[src/pkg/apc_regs.svh]
// Constants of the absolute position control block
`ifndef APC_REGS_SVH
`define APC_REGS_SVH
`define APC_POS_W       32
`define APC_SEL_W       3
`define APC_NUM_POS     8
`define APC_SET_W       8
`define APC_RST_KEEP    8'h03
`define APC_POS_ZERO    32'h0000_0000
`define APC_CLK_NS      25
`define APC_MS_NS       1000000
`define APC_TICKS_MS    (`APC_MS_NS / `APC_CLK_NS)
`define APC_DLY_W       8
`define APC_TICK_W      20
`define APC_PIN_W       14
`define APC_PIN_FW      0
`define APC_PIN_RV      1
`define APC_PIN_SEL     2
`define APC_PIN_POSITION_CLEAR_INPUT    5
`define APC_PIN_RKEY    6
`define APC_PIN_SPD     7
`define APC_PIN_UP      8
`define APC_PIN_DN      9
`define APC_PIN_TRQ     10
`define APC_PIN_PLS     11
`define APC_PIN_TCH     12
`define APC_PIN_HOME    13
`endif

[src/pkg/apc_pkg.sv]
// Types of the absolute position control block
`include "apc_regs.svh"
package apc_pkg;
   // Eight stored target positions, entry 0 in the low word
   typedef struct packed {
      logic [`APC_NUM_POS-1:0][`APC_POS_W-1:0] pos;
   } apc_table_t;
   // Terminal functions after mode gating
   typedef struct packed {
      logic torque_en;   // Torque control may be entered
      logic pulse_en;    // Pulse-train position control allowed
      logic home_en;     // Home search allowed
      logic teach_en;    // Teach input active
      logic abs_ramp;    // Absolute-position speed and ramp set in use
   } apc_mode_t;
   // Control states
   typedef enum logic [1:0] {
      ST_IDLE,
      ST_SPEED,
      ST_MOVE,
      ST_LOCK
   } apc_state_t;
endpackage

[src/hw/apc_settle.sv]
// Settling filter for the three position select inputs
`timescale 1ns/1ps
`include "apc_regs.svh"
module apc_settle #(
   parameter int TICKS_PER_MS = `APC_TICKS_MS  // Clock cycles in 1 ms
) (
   input  wire logic                  clk_in,     // System clock
   input  wire logic                  rst_n_in,   // Synchronised reset
   input  wire logic [`APC_SEL_W-1:0] code_in,    // Synchronised code
   input  wire logic [`APC_DLY_W-1:0] delay_in,   // Settle delay in ms
   output logic      [`APC_SEL_W-1:0] code_out    // Accepted code
);
   import apc_pkg::*;

   logic [`APC_SEL_W-1:0]  cand_ff, nxt_cand;   // Code being watched
   logic [`APC_SEL_W-1:0]  acc_ff, nxt_acc;     // Accepted code
   logic [`APC_TICK_W-1:0] tick_ff, nxt_tick;   // Cycles within a ms
   logic [`APC_DLY_W-1:0]  ms_ff, nxt_ms;       // Whole ms stable

   // Restart the wait on any change, accept once stable long enough
   always_comb begin
      nxt_cand = code_in;
      nxt_acc  = acc_ff;
      nxt_tick = tick_ff;
      nxt_ms   = ms_ff;
      if (code_in != cand_ff) begin
         nxt_tick = '0;
         nxt_ms   = '0;
      end else if (ms_ff >= delay_in) begin
         nxt_acc = cand_ff;
      end else if (tick_ff == TICKS_PER_MS[`APC_TICK_W-1:0] - 1'b1) begin
         nxt_tick = '0;
         nxt_ms   = ms_ff + 1'b1;
      end else begin
         nxt_tick = tick_ff + 1'b1;
      end
   end

   // Register the filter state
   always_ff @(posedge clk_in or negedge rst_n_in) begin
      if (!rst_n_in) begin
         cand_ff <= '0;
         acc_ff  <= '0;
         tick_ff <= '0;
         ms_ff   <= '0;
      end else begin
         cand_ff <= nxt_cand;
         acc_ff  <= nxt_acc;
         tick_ff <= nxt_tick;
         ms_ff   <= nxt_ms;
      end
   end

   assign code_out = acc_ff;
endmodule

[src/hw/apc_top.sv]
// Absolute position control: target select, direction, counter, modes
// Operation
// Run to target, then servo-lock while run
// Run command direction ignored, run/stop only
// Forward if target minus current positive
// Power-up position is origin zero
// Zero target completes without moving
// Reset clears counter unless setting is 03
// Position clear zeroes counter and deviation
// Torque select ignored in this mode
// Pulse-train enable ignored in this mode
// Home search off, input becomes teach
// Three select bits index eight positions
// No select terminals: use position zero
// Select code accepted after settle delay
// Use absolute speed/ramp set, early decel
// Speed switch on selects speed control
// Counter held zero during speed control
// Zero target at switch: stop there
// Speed control direction from run command
// Homing completion clears position counter
// Signed counter tracks feedback both ways
`timescale 1ns/1ps
`include "apc_regs.svh"
module apc_top #(
   parameter int TICKS_PER_MS = `APC_TICKS_MS  // Clock cycles in 1 ms
) (
   input  wire logic                  clk_in,         // 40 MHz clock
   input  wire logic                  reset_n_in,     // Async reset, low
   input  wire logic                  abs_mode_in,    // Absolute mode on
   input  wire logic                  run_forward_cmd_in, // Pin: fwd run
   input  wire logic                  run_reverse_cmd_in, // Pin: rev run
   input  wire logic                  pos_select_bit0_in, // Pin: select 0
   input  wire logic                  pos_select_bit1_in, // Pin: select 1
   input  wire logic                  pos_select_bit2_in, // Pin: select 2
   input  wire logic                  select_assigned_in, // Select on
   input  wire apc_pkg::apc_table_t   stored_pos_in,  // Stored targets
   input  wire logic [`APC_DLY_W-1:0] select_settle_delay_in, // ms
   input  wire logic                  position_clear_input_in, // Pin
   input  wire logic                  position_clear_input_assigned_in,   // Clear on
   input  wire logic                  reset_key_in,       // Pin: reset
   input  wire logic [`APC_SET_W-1:0] reset_behaviour_setting_in, // Code
   input  wire logic                  speed_position_switch_in, // Pin
   input  wire logic                  fb_up_in,       // Pin: step fwd
   input  wire logic                  fb_down_in,     // Pin: step rev
   input  wire logic                  torque_control_select_in, // Pin
   input  wire logic                  pulse_train_enable_in, // Pin
   input  wire logic                  teach_input_in,     // Pin: teach
   input  wire logic                  homing_done_in, // Pin: homed
   input  wire logic [`APC_POS_W-1:0] decel_dist_in,  // Decel distance
   output logic                       motor_run_out,  // Drive motor
   output logic                       motor_fwd_out,  // 1 fwd, 0 rev
   output logic                       servo_lock_out, // Holding target
   output logic                       pos_complete_out, // Positioned
   output logic                       speed_ctrl_out, // Speed control
   output logic                       near_target_out, // Decelerate
   output logic signed [`APC_POS_W-1:0] current_pos_out, // Counter
   output logic signed [`APC_POS_W-1:0] deviation_out, // Deviation
   output logic signed [`APC_POS_W-1:0] target_pos_out, // Target
   output apc_pkg::apc_mode_t         mode_out        // Gated functions
);
   import apc_pkg::*;

   logic                       rst_a_ff, rst_b_ff;   // Reset release
   logic [`APC_PIN_W-1:0]      pin_raw;              // Raw pins
   logic [`APC_PIN_W-1:0]      pin_a_ff;             // First stage
   logic [`APC_PIN_W-1:0]      pin_b_ff;             // Second stage
   logic [`APC_PIN_W-1:0]      pin_c_ff;             // Edge history
   logic                       run_req;              // Run or stop
   logic                       fw_s, spd_s, position_clear_input_s, rkey_s; // Synced
   logic                       step_up, step_dn;     // Feedback steps
   logic [`APC_SEL_W-1:0]      sel_settled;          // Filtered code
   logic [`APC_SEL_W-1:0]      sel_idx;              // Table index
   logic signed [`APC_POS_W-1:0] target;             // Selected target
   logic signed [`APC_POS_W-1:0] diff;               // Target - current
   logic signed [`APC_POS_W-1:0] pos_ff, nxt_pos;    // Position counter
   logic signed [`APC_POS_W-1:0] dev_ff, nxt_dev;    // Deviation
   logic                       clr_position_clear_input, clr_rkey;   // Clear causes
   apc_state_t                 st_ff, nxt_st;        // Control state
   logic                       run_ff, nxt_run;      // Motor run
   logic                       fwd_ff, nxt_fwd;      // Direction
   logic                       lock_ff, nxt_lock;    // Servo lock
   logic                       done_ff, nxt_done;    // Complete
   logic                       near_ff, nxt_near;    // Near target
   apc_mode_t                  mode_ff, nxt_mode;    // Gated functions

   // Reset release through two flip-flops
   always_ff @(posedge clk_in or negedge reset_n_in) begin
      if (!reset_n_in) begin
         rst_a_ff <= 1'b0;
         rst_b_ff <= 1'b0;
      end else begin
         rst_a_ff <= 1'b1;
         rst_b_ff <= rst_a_ff;
      end
   end

   // Gather the pin inputs into one vector
   assign pin_raw = {homing_done_in, teach_input_in,
                     pulse_train_enable_in, torque_control_select_in,
                     fb_down_in, fb_up_in, speed_position_switch_in,
                     reset_key_in, position_clear_input_in,
                     pos_select_bit2_in, pos_select_bit1_in,
                     pos_select_bit0_in, run_reverse_cmd_in,
                     run_forward_cmd_in};

   // Two-stage synchroniser per pin, plus one stage for edges
   genvar gi;
   generate
      for (gi = 0; gi < `APC_PIN_W; gi++) begin : g_sync
         always_ff @(posedge clk_in or negedge rst_b_ff) begin
            if (!rst_b_ff) begin
               pin_a_ff[gi] <= 1'b0;
               pin_b_ff[gi] <= 1'b0;
               pin_c_ff[gi] <= 1'b0;
            end else begin
               pin_a_ff[gi] <= pin_raw[gi];
               pin_b_ff[gi] <= pin_a_ff[gi];
               pin_c_ff[gi] <= pin_b_ff[gi];
            end
         end
      end
   endgenerate

   // Synchronised levels and feedback step edges
   assign fw_s    = pin_b_ff[`APC_PIN_FW];
   assign run_req = pin_b_ff[`APC_PIN_FW] | pin_b_ff[`APC_PIN_RV];
   assign spd_s   = pin_b_ff[`APC_PIN_SPD];
   assign position_clear_input_s  = pin_b_ff[`APC_PIN_POSITION_CLEAR_INPUT];
   assign rkey_s  = pin_b_ff[`APC_PIN_RKEY];
   assign step_up = pin_b_ff[`APC_PIN_UP] & ~pin_c_ff[`APC_PIN_UP];
   assign step_dn = pin_b_ff[`APC_PIN_DN] & ~pin_c_ff[`APC_PIN_DN];

   // Select inputs wait out the settle delay
   apc_settle #(
      .TICKS_PER_MS (TICKS_PER_MS)
   ) u_settle (
      .clk_in   (clk_in),
      .rst_n_in (rst_b_ff),
      .code_in  (pin_b_ff[`APC_PIN_SEL +: `APC_SEL_W]),
      .delay_in (select_settle_delay_in),
      .code_out (sel_settled)
   );

   // Binary index, first select input least significant
   assign sel_idx = select_assigned_in ? sel_settled : '0;
   assign target  = stored_pos_in.pos[sel_idx];
   assign diff    = target - pos_ff;

   // Clear causes for the position counter
   assign clr_position_clear_input = position_clear_input_assigned_in & position_clear_input_s;
   assign clr_rkey = rkey_s &
      (reset_behaviour_setting_in != `APC_RST_KEEP);

   // Position counter and deviation next values
   always_comb begin
      nxt_pos = pos_ff;
      nxt_dev = dev_ff;
      if (clr_position_clear_input) begin
         nxt_pos = `APC_POS_ZERO;
         nxt_dev = `APC_POS_ZERO;
      end else if (clr_rkey || pin_b_ff[`APC_PIN_HOME]) begin
         nxt_pos = `APC_POS_ZERO;
      end else if (st_ff == ST_SPEED) begin
         nxt_pos = `APC_POS_ZERO;
      end else begin
         // Signed count in both directions
         if (step_up && !step_dn) begin
            nxt_pos = pos_ff + 1'b1;
         end else if (step_dn && !step_up) begin
            nxt_pos = pos_ff - 1'b1;
         end
         nxt_dev = (st_ff == ST_IDLE) ? `APC_POS_ZERO : diff;
      end
   end

   // Counter registers, origin at power-up
   always_ff @(posedge clk_in or negedge rst_b_ff) begin
      if (!rst_b_ff) begin
         pos_ff <= `APC_POS_ZERO;
         dev_ff <= `APC_POS_ZERO;
      end else begin
         pos_ff <= nxt_pos;
         dev_ff <= nxt_dev;
      end
   end

   // Control state machine next values
   always_comb begin
      nxt_st   = st_ff;
      nxt_run  = 1'b0;
      nxt_fwd  = fwd_ff;
      nxt_lock = 1'b0;
      nxt_done = 1'b0;
      nxt_near = 1'b0;
      case (st_ff)
         ST_IDLE: begin
            if (abs_mode_in && run_req) begin
               if (spd_s) begin
                  nxt_st  = ST_SPEED;
                  nxt_run = 1'b1;
                  nxt_fwd = fw_s;
               end else if (target == `APC_POS_ZERO) begin
                  nxt_st   = ST_LOCK;
                  nxt_lock = 1'b1;
                  nxt_done = 1'b1;
               end else begin
                  nxt_st  = ST_MOVE;
                  nxt_run = 1'b1;
                  nxt_fwd = (diff > 0);
               end
            end
         end
         ST_SPEED: begin
            if (!abs_mode_in || !run_req) begin
               nxt_st = ST_IDLE;
            end else if (!spd_s) begin
               nxt_st  = ST_MOVE;
               nxt_run = 1'b1;
            end else begin
               nxt_run = 1'b1;
               nxt_fwd = fw_s;
            end
         end
         ST_MOVE: begin
            if (!abs_mode_in || !run_req) begin
               nxt_st = ST_IDLE;
            end else if (spd_s) begin
               nxt_st  = ST_SPEED;
               nxt_run = 1'b1;
               nxt_fwd = fw_s;
            end else if (diff == `APC_POS_ZERO) begin
               nxt_st   = ST_LOCK;
               nxt_lock = 1'b1;
               nxt_done = 1'b1;
            end else begin
               nxt_run  = 1'b1;
               nxt_fwd  = (diff > 0);
               nxt_near = ((diff < 0) ? -diff : diff) <=
                          $signed(decel_dist_in);
            end
         end
         ST_LOCK: begin
            if (!abs_mode_in || !run_req) begin
               nxt_st = ST_IDLE;
            end else if (spd_s) begin
               nxt_st  = ST_SPEED;
               nxt_run = 1'b1;
               nxt_fwd = fw_s;
            end else begin
               // Hold the target; drift does not restart the motor, as done_ff is already set
               nxt_lock = 1'b1;
               nxt_done = 1'b1;
               nxt_run  = (diff != `APC_POS_ZERO) && !done_ff;
               nxt_fwd  = (diff > 0);
            end
         end
         default: begin
            nxt_st = ST_IDLE;
         end
      endcase
   end

   // Terminal functions gated by the mode
   always_comb begin
      nxt_mode.torque_en = !abs_mode_in & pin_b_ff[`APC_PIN_TRQ];
      nxt_mode.pulse_en  = !abs_mode_in & pin_b_ff[`APC_PIN_PLS];
      nxt_mode.home_en   = !abs_mode_in;
      nxt_mode.teach_en  = abs_mode_in & pin_b_ff[`APC_PIN_TCH];
      nxt_mode.abs_ramp  = abs_mode_in;
   end

   // Control and mode registers
   always_ff @(posedge clk_in or negedge rst_b_ff) begin
      if (!rst_b_ff) begin
         st_ff   <= ST_IDLE;
         run_ff  <= 1'b0;
         fwd_ff  <= 1'b1;
         lock_ff <= 1'b0;
         done_ff <= 1'b0;
         near_ff <= 1'b0;
         mode_ff <= '0;
      end else begin
         st_ff   <= nxt_st;
         run_ff  <= nxt_run;
         fwd_ff  <= nxt_fwd;
         lock_ff <= nxt_lock;
         done_ff <= nxt_done;
         near_ff <= nxt_near;
         mode_ff <= nxt_mode;
      end
   end

   // Outputs straight from registers, except speed_ctrl_out decoded from the state and target_pos_out from the select logic
   assign motor_run_out    = run_ff;
   assign motor_fwd_out    = fwd_ff;
   assign servo_lock_out   = lock_ff;
   assign pos_complete_out = done_ff;
   assign speed_ctrl_out   = (st_ff == ST_SPEED);
   assign near_target_out  = near_ff;
   assign current_pos_out  = pos_ff;
   assign deviation_out    = dev_ff;
   assign target_pos_out   = target;
   assign mode_out         = mode_ff;
endmodule

[config.mk]
export PLATFORM = sky130hd
export DESIGN_NAME = apc_top
export DESIGN_NICKNAME = d
export VERILOG_FILES = /design/src/pkg/apc_pkg.sv /design/src/hw/apc_settle.sv /design/src/hw/apc_top.sv
export VERILOG_INCLUDE_DIRS = /design/src /design/src/pkg
export SDC_FILE = /design/constraint.sdc
export NUM_CORES = 1
export LEC_CHECK = 0
export BUFFER_PORTS_ARGS = -buffer_cell sky130_fd_sc_hd__buf_2
export CORE_ASPECT_RATIO = 1.2
export CORE_MARGIN = 8
export CORE_UTILIZATION = 54
export CTS_BUF_LIST = sky130_fd_sc_hd__clkbuf_4
export CTS_CLUSTER_DIAMETER = 100
export DETAILED_ROUTE_END_ITERATION = 6
export PLACE_DENSITY = 0.84
export RECOVER_POWER = 25
export SYNTH_ARGS = -nofsm -noshare
export SYNTH_HDL_FRONTEND = slang
export SYNTH_SLANG_ARGS = --single-unit
export TNS_END_PERCENT = 20
[constraint.sdc]
create_clock -name clk_in -period 5.9 [get_ports clk_in]
set_clock_uncertainty 0.05 [all_clocks]
set_input_delay 0.59 -clock clk_in [delete_from_list [all_inputs] [get_ports clk_in]]
set_output_delay 0.59 -clock clk_in [all_outputs]
set_load 0.02 [all_outputs]
==> impl_metrics.tcl <==
set metrics [dict create \
    worst_hold_path_type "in2reg" \
    final_core_utilization_pct 78.0 \
    r2r.worst_path.cells 25 \
    worst_setup_hold_path_clk_slew_ps 150 \
    groute.layer.met1.usage_pct 44.8 \
    synth_commonest_cells "158 x sky130_fd_sc_hd__nand2_1, 140 x sky130_fd_sc_hd__dfrtp_1, 119 x sky130_fd_sc_hd__nor2_1" \
    synth_top_area_share_pct 25.9 \
    crit_share_post_route_pct 108 \
    floorplan.core_area_um2 24700 \
    global_route.peak_usage_layer "met2" \
    setup_ws_ps -463 \
    synth-seq-cells 141 \
    starting_density_pct 54.9 \
    synth_sequential_area_ratio_pct 26.1 \
    ys_top_cells_by_area "sky130_fd_sc_hd__dfrtp_1 26%, sky130_fd_sc_hd__ha_1 9.6%, sky130_fd_sc_hd__nand2_1 4.4%, sky130_fd_sc_hd__xnor2_1 4.3%, sky130_fd_sc_hd__o21ai_0 4.1%" \
    crit-reg2reg-capture "near_target_out$_DFF_PN0_" \
    pin_count 430 \
    chip_width_um 161 \
    netlist_instances 1614 \
    place.port_buffers 429 \
    outcome "finished, violations left" \
    yosys.cell_count.top_type "sky130_fd_sc_hd__nand2_1" \
    timing.setup.tns_ps -463 \
    grt_first_pass_wirelength_mm 86.6 \
    first_global_vias 15600 \
    grt_use_total_pct 35.9 \
    drc 0 \
    clock_insertion_delay_worst_skew_ps 590 \
    arrival_worst_endpoint_ps 6830 \
    fin_area_um2 19200 \
    finalWeightedCongestion 0.978 \
    post-route-min-period_ps 6360 \
    p_total_w 0.00430 \
    cp.required_ps 6370 \
    path_class "reg2reg" \
    count_of_nets_left_with_antenna_violations_after_detail_routing 0 \
    dr_total_vias 15900 \
    initial_antenna_violation_count 6 \
    violations_in_the_final_reports "max-capacitance violations, max-slew violations, negative setup slack" \
    synthesis.area_um2 13500 \
    finalSetupViolations 1 \
    number_of_nets_in_the_synthesized_netlist 2043 \
    synth_flop_cell "sky130_fd_sc_hd__dfrtp_1" \
    clock-sinks 141 \
    clockBufferDepth 2 \
    rows 63 \
    hpwl_mm 47.8 \
    design.die.area_um2 30400 \
    ff2ff_setup_slack_ps -460 \
    drv.max_cap_violation_count 1 \
    worst_hold_path.endpoint "pin_a_ff[9]$_DFF_PN0_" \
    vdd.ir_drop.worst_uv 163 \
    cts_made_buffers 17 \
    hold_viol 0 \
    post-synth-top-area-cell "sky130_fd_sc_hd__dfrtp_1" \
    preCtsSetupSlack_ps -694 \
    overflow 0 \
    setup_repair_after_global_routing_missed_its_margin "true" \
    fmaxAchievable_mhz 157 \
    layout-drive-gt1-share_pct 42.8 \
    worst-slew-pin-transition_ps 2600 \
    area_growth_pct 42.0 \
    timing.critical_path.fanout_max 8 \
    grtUsageMet2_pct 60.0 \
    synth.avg_cell_area_um2 8.39 \
    filler_cells 1719 \
    endpoint_kind "register" \
    min_from "fb_down_in" \
    use_met3_pct 7.06 \
    route.final.wire_length_mm 58.7 \
    die-height_um 190 \
    firstDrtPassIters 7 \
    crit_path_start_kind "register" \
    routedWlPerCell_um 22.3 \
    grt_start_max_net_pins 77 \
    cts_tree "done" \
    static-leakage-power_nw 9.25 \
    vias_per_cell 6.02 \
    htreeDepth 4 \
    root_buffer "sky130_fd_sc_hd__clkbuf_4" \
    power.density_cell_area_nw_per_um2 223 \
    timing.hold.worst_path_depth 1 \
    worst_rel_slew_slack_pct -73.0 \
    placed_area_um2 18100 \
    startpoint "u_settle.code_out[0]$_DFFE_PN0P_" \
    detail_route.iter0.violations 1334 \
    fin_nets 2720 \
    crit-reg2reg-launch "u_settle.code_out[0]$_DFFE_PN0P_" \
    synthArstFlopShare_pct 100 \
    yosys_warnings 0 \
    synthDistinctLibCells 101 \
    synth-edff-count 0 \
    slew_violations 65 \
]
[layout make-up]
class	count	area, um2	area share, %
clock buffer	18	135	0.702
timing repair buffer	735	4580	23.8
clock inverter	14	136	0.709
tap	325	407	2.11
multi-input combinational	1292	10000	52.2
inverter	104	390	2.03
sequential	141	3530	18.4
antenna	8	20.0	0.104
[timing repair]
item,4_1_cts,5_1_grt
pin swaps,28,53
hold buffers,1,0
setup buffers,7,16
cloned,0,1
resized for setup,55,76
endpoints found under the hold margin,2,0
setup endpoints to repair,1,1
[placed cells by master (no fill, tap or decap), types with 30 or more instances in the layout]
cell type / n
sky130_fd_sc_hd__o21ai_0: 94
sky130_fd_sc_hd__ha_1: 88
sky130_fd_sc_hd__a21oi_1: 88
sky130_fd_sc_hd__nand2_1: 153
sky130_fd_sc_hd__dfrtp_1: 138
sky130_fd_sc_hd__nor2_1: 111
sky130_fd_sc_hd__nor2b_1: 33
sky130_fd_sc_hd__buf_2: 428
sky130_fd_sc_hd__buf_4: 292
sky130_fd_sc_hd__xnor2_1: 62
sky130_fd_sc_hd__a21o_1: 42
sky130_fd_sc_hd__inv_1: 104
sky130_fd_sc_hd__nand3_1: 33
sky130_fd_sc_hd__a211oi_1: 32
sky130_fd_sc_hd__mux2_2: 41
sky130_fd_sc_hd__nor3_1: 30
[cell families (layout without fill, tap and decap cells)]
| group | after synthesis | count (layout) | synth area share [%] |
|---|---|---|---|
| AND/OR/NAND/NOR | 531 | 531 | 20.1 |
| other | 1 | 9 | 0.0277 |
| AO/OA/AOI/OAI | 481 | 481 | 24.3 |
| buffers and inverters | 181 | 871 | 5.49 |
| multiplexers | 79 | 79 | 7.79 |
| flip-flops | 141 | 141 | 26.1 |
| XOR/XNOR | 94 | 94 | 6.30 |
| adder cells (fa/ha/maj) | 106 | 106 | 9.90 |
[per-layer routing]
layer | routed length (um) | vias up
li1 | - | 7255
met1 | 22700 | 7580
met2 | 28300 | 874
met3 | 5110 | 166
met4 | 2580 | 0
met5 | 0 | -
[worst max-delay path, stage by stage, from the launching register on]
cell                       delay, ps
sky130_fd_sc_hd__dfrtp_4         560
sky130_fd_sc_hd__nand2_4         100
sky130_fd_sc_hd__buf_12          140
sky130_fd_sc_hd__mux4_2          490
sky130_fd_sc_hd__mux2_4          340
sky130_fd_sc_hd__ha_4            290
sky130_fd_sc_hd__nand2b_1         90
sky130_fd_sc_hd__buf_4           150
sky130_fd_sc_hd__a21o_4          230
sky130_fd_sc_hd__a211oi_4        280
sky130_fd_sc_hd__nand4_2         180
sky130_fd_sc_hd__nor4b_4         370
sky130_fd_sc_hd__nand3_2         170
sky130_fd_sc_hd__nor3_4          270
sky130_fd_sc_hd__buf_4           170
sky130_fd_sc_hd__nor3b_2         230
sky130_fd_sc_hd__a31o_2          210
sky130_fd_sc_hd__xnor2_1          70
sky130_fd_sc_hd__ha_1            300
sky130_fd_sc_hd__nand4_1         120
sky130_fd_sc_hd__or2_4           260
sky130_fd_sc_hd__or4_4           490
sky130_fd_sc_hd__o21ai_4         160
sky130_fd_sc_hd__mux2i_1         210
sky130_fd_sc_hd__o21ai_1          70
sky130_fd_sc_hd__and4bb_1        290
[report_power, final]
group          leakage, nW  total [W]  internal, W  switching [W]
Combinational         7.27    0.00259      0.00121        0.00139
Sequential            1.85    0.00106      0.00101      0.0000473
Clock                0.129   0.000642     0.000221       0.000422
Total                 9.25    0.00430      0.00244        0.00186
[sequential cells by signal, indices dropped and copies added, names as in the netlist, 2 cells and up]
register / flops
current_pos_out: 32
deviation_out: 32
u_settle.tick_ff: 20
pin_a_ff: 14
pin_b_ff: 10
u_settle.ms_ff: 8
mode_out: 5
u_settle.cand_ff: 3
u_settle.code_out: 3
pin_c_ff: 2
st_ff: 2
[metrics by stage]
stage	hold slack, ps	std cells
after floorplan	244	1614
after global placement	283	2572
after detailed placement	285	2572
after CTS	13.3	2612
after global routing	6.62	2635
final	35.8	2637
[how the worst max path moves through the flow]
stage	to	cells after the start
after floorplan	near_target_out$_DFF_PN0_	25
after global placement	near_target_out$_DFF_PN0_	26
after detailed placement	near_target_out$_DFF_PN0_	28
after CTS	near_target_out$_DFF_PN0_	23
after global routing	near_target_out$_DFF_PN0_	25
final	near_target_out$_DFF_PN0_	25
No activity file was read; power rests on OpenSTA's default activity.
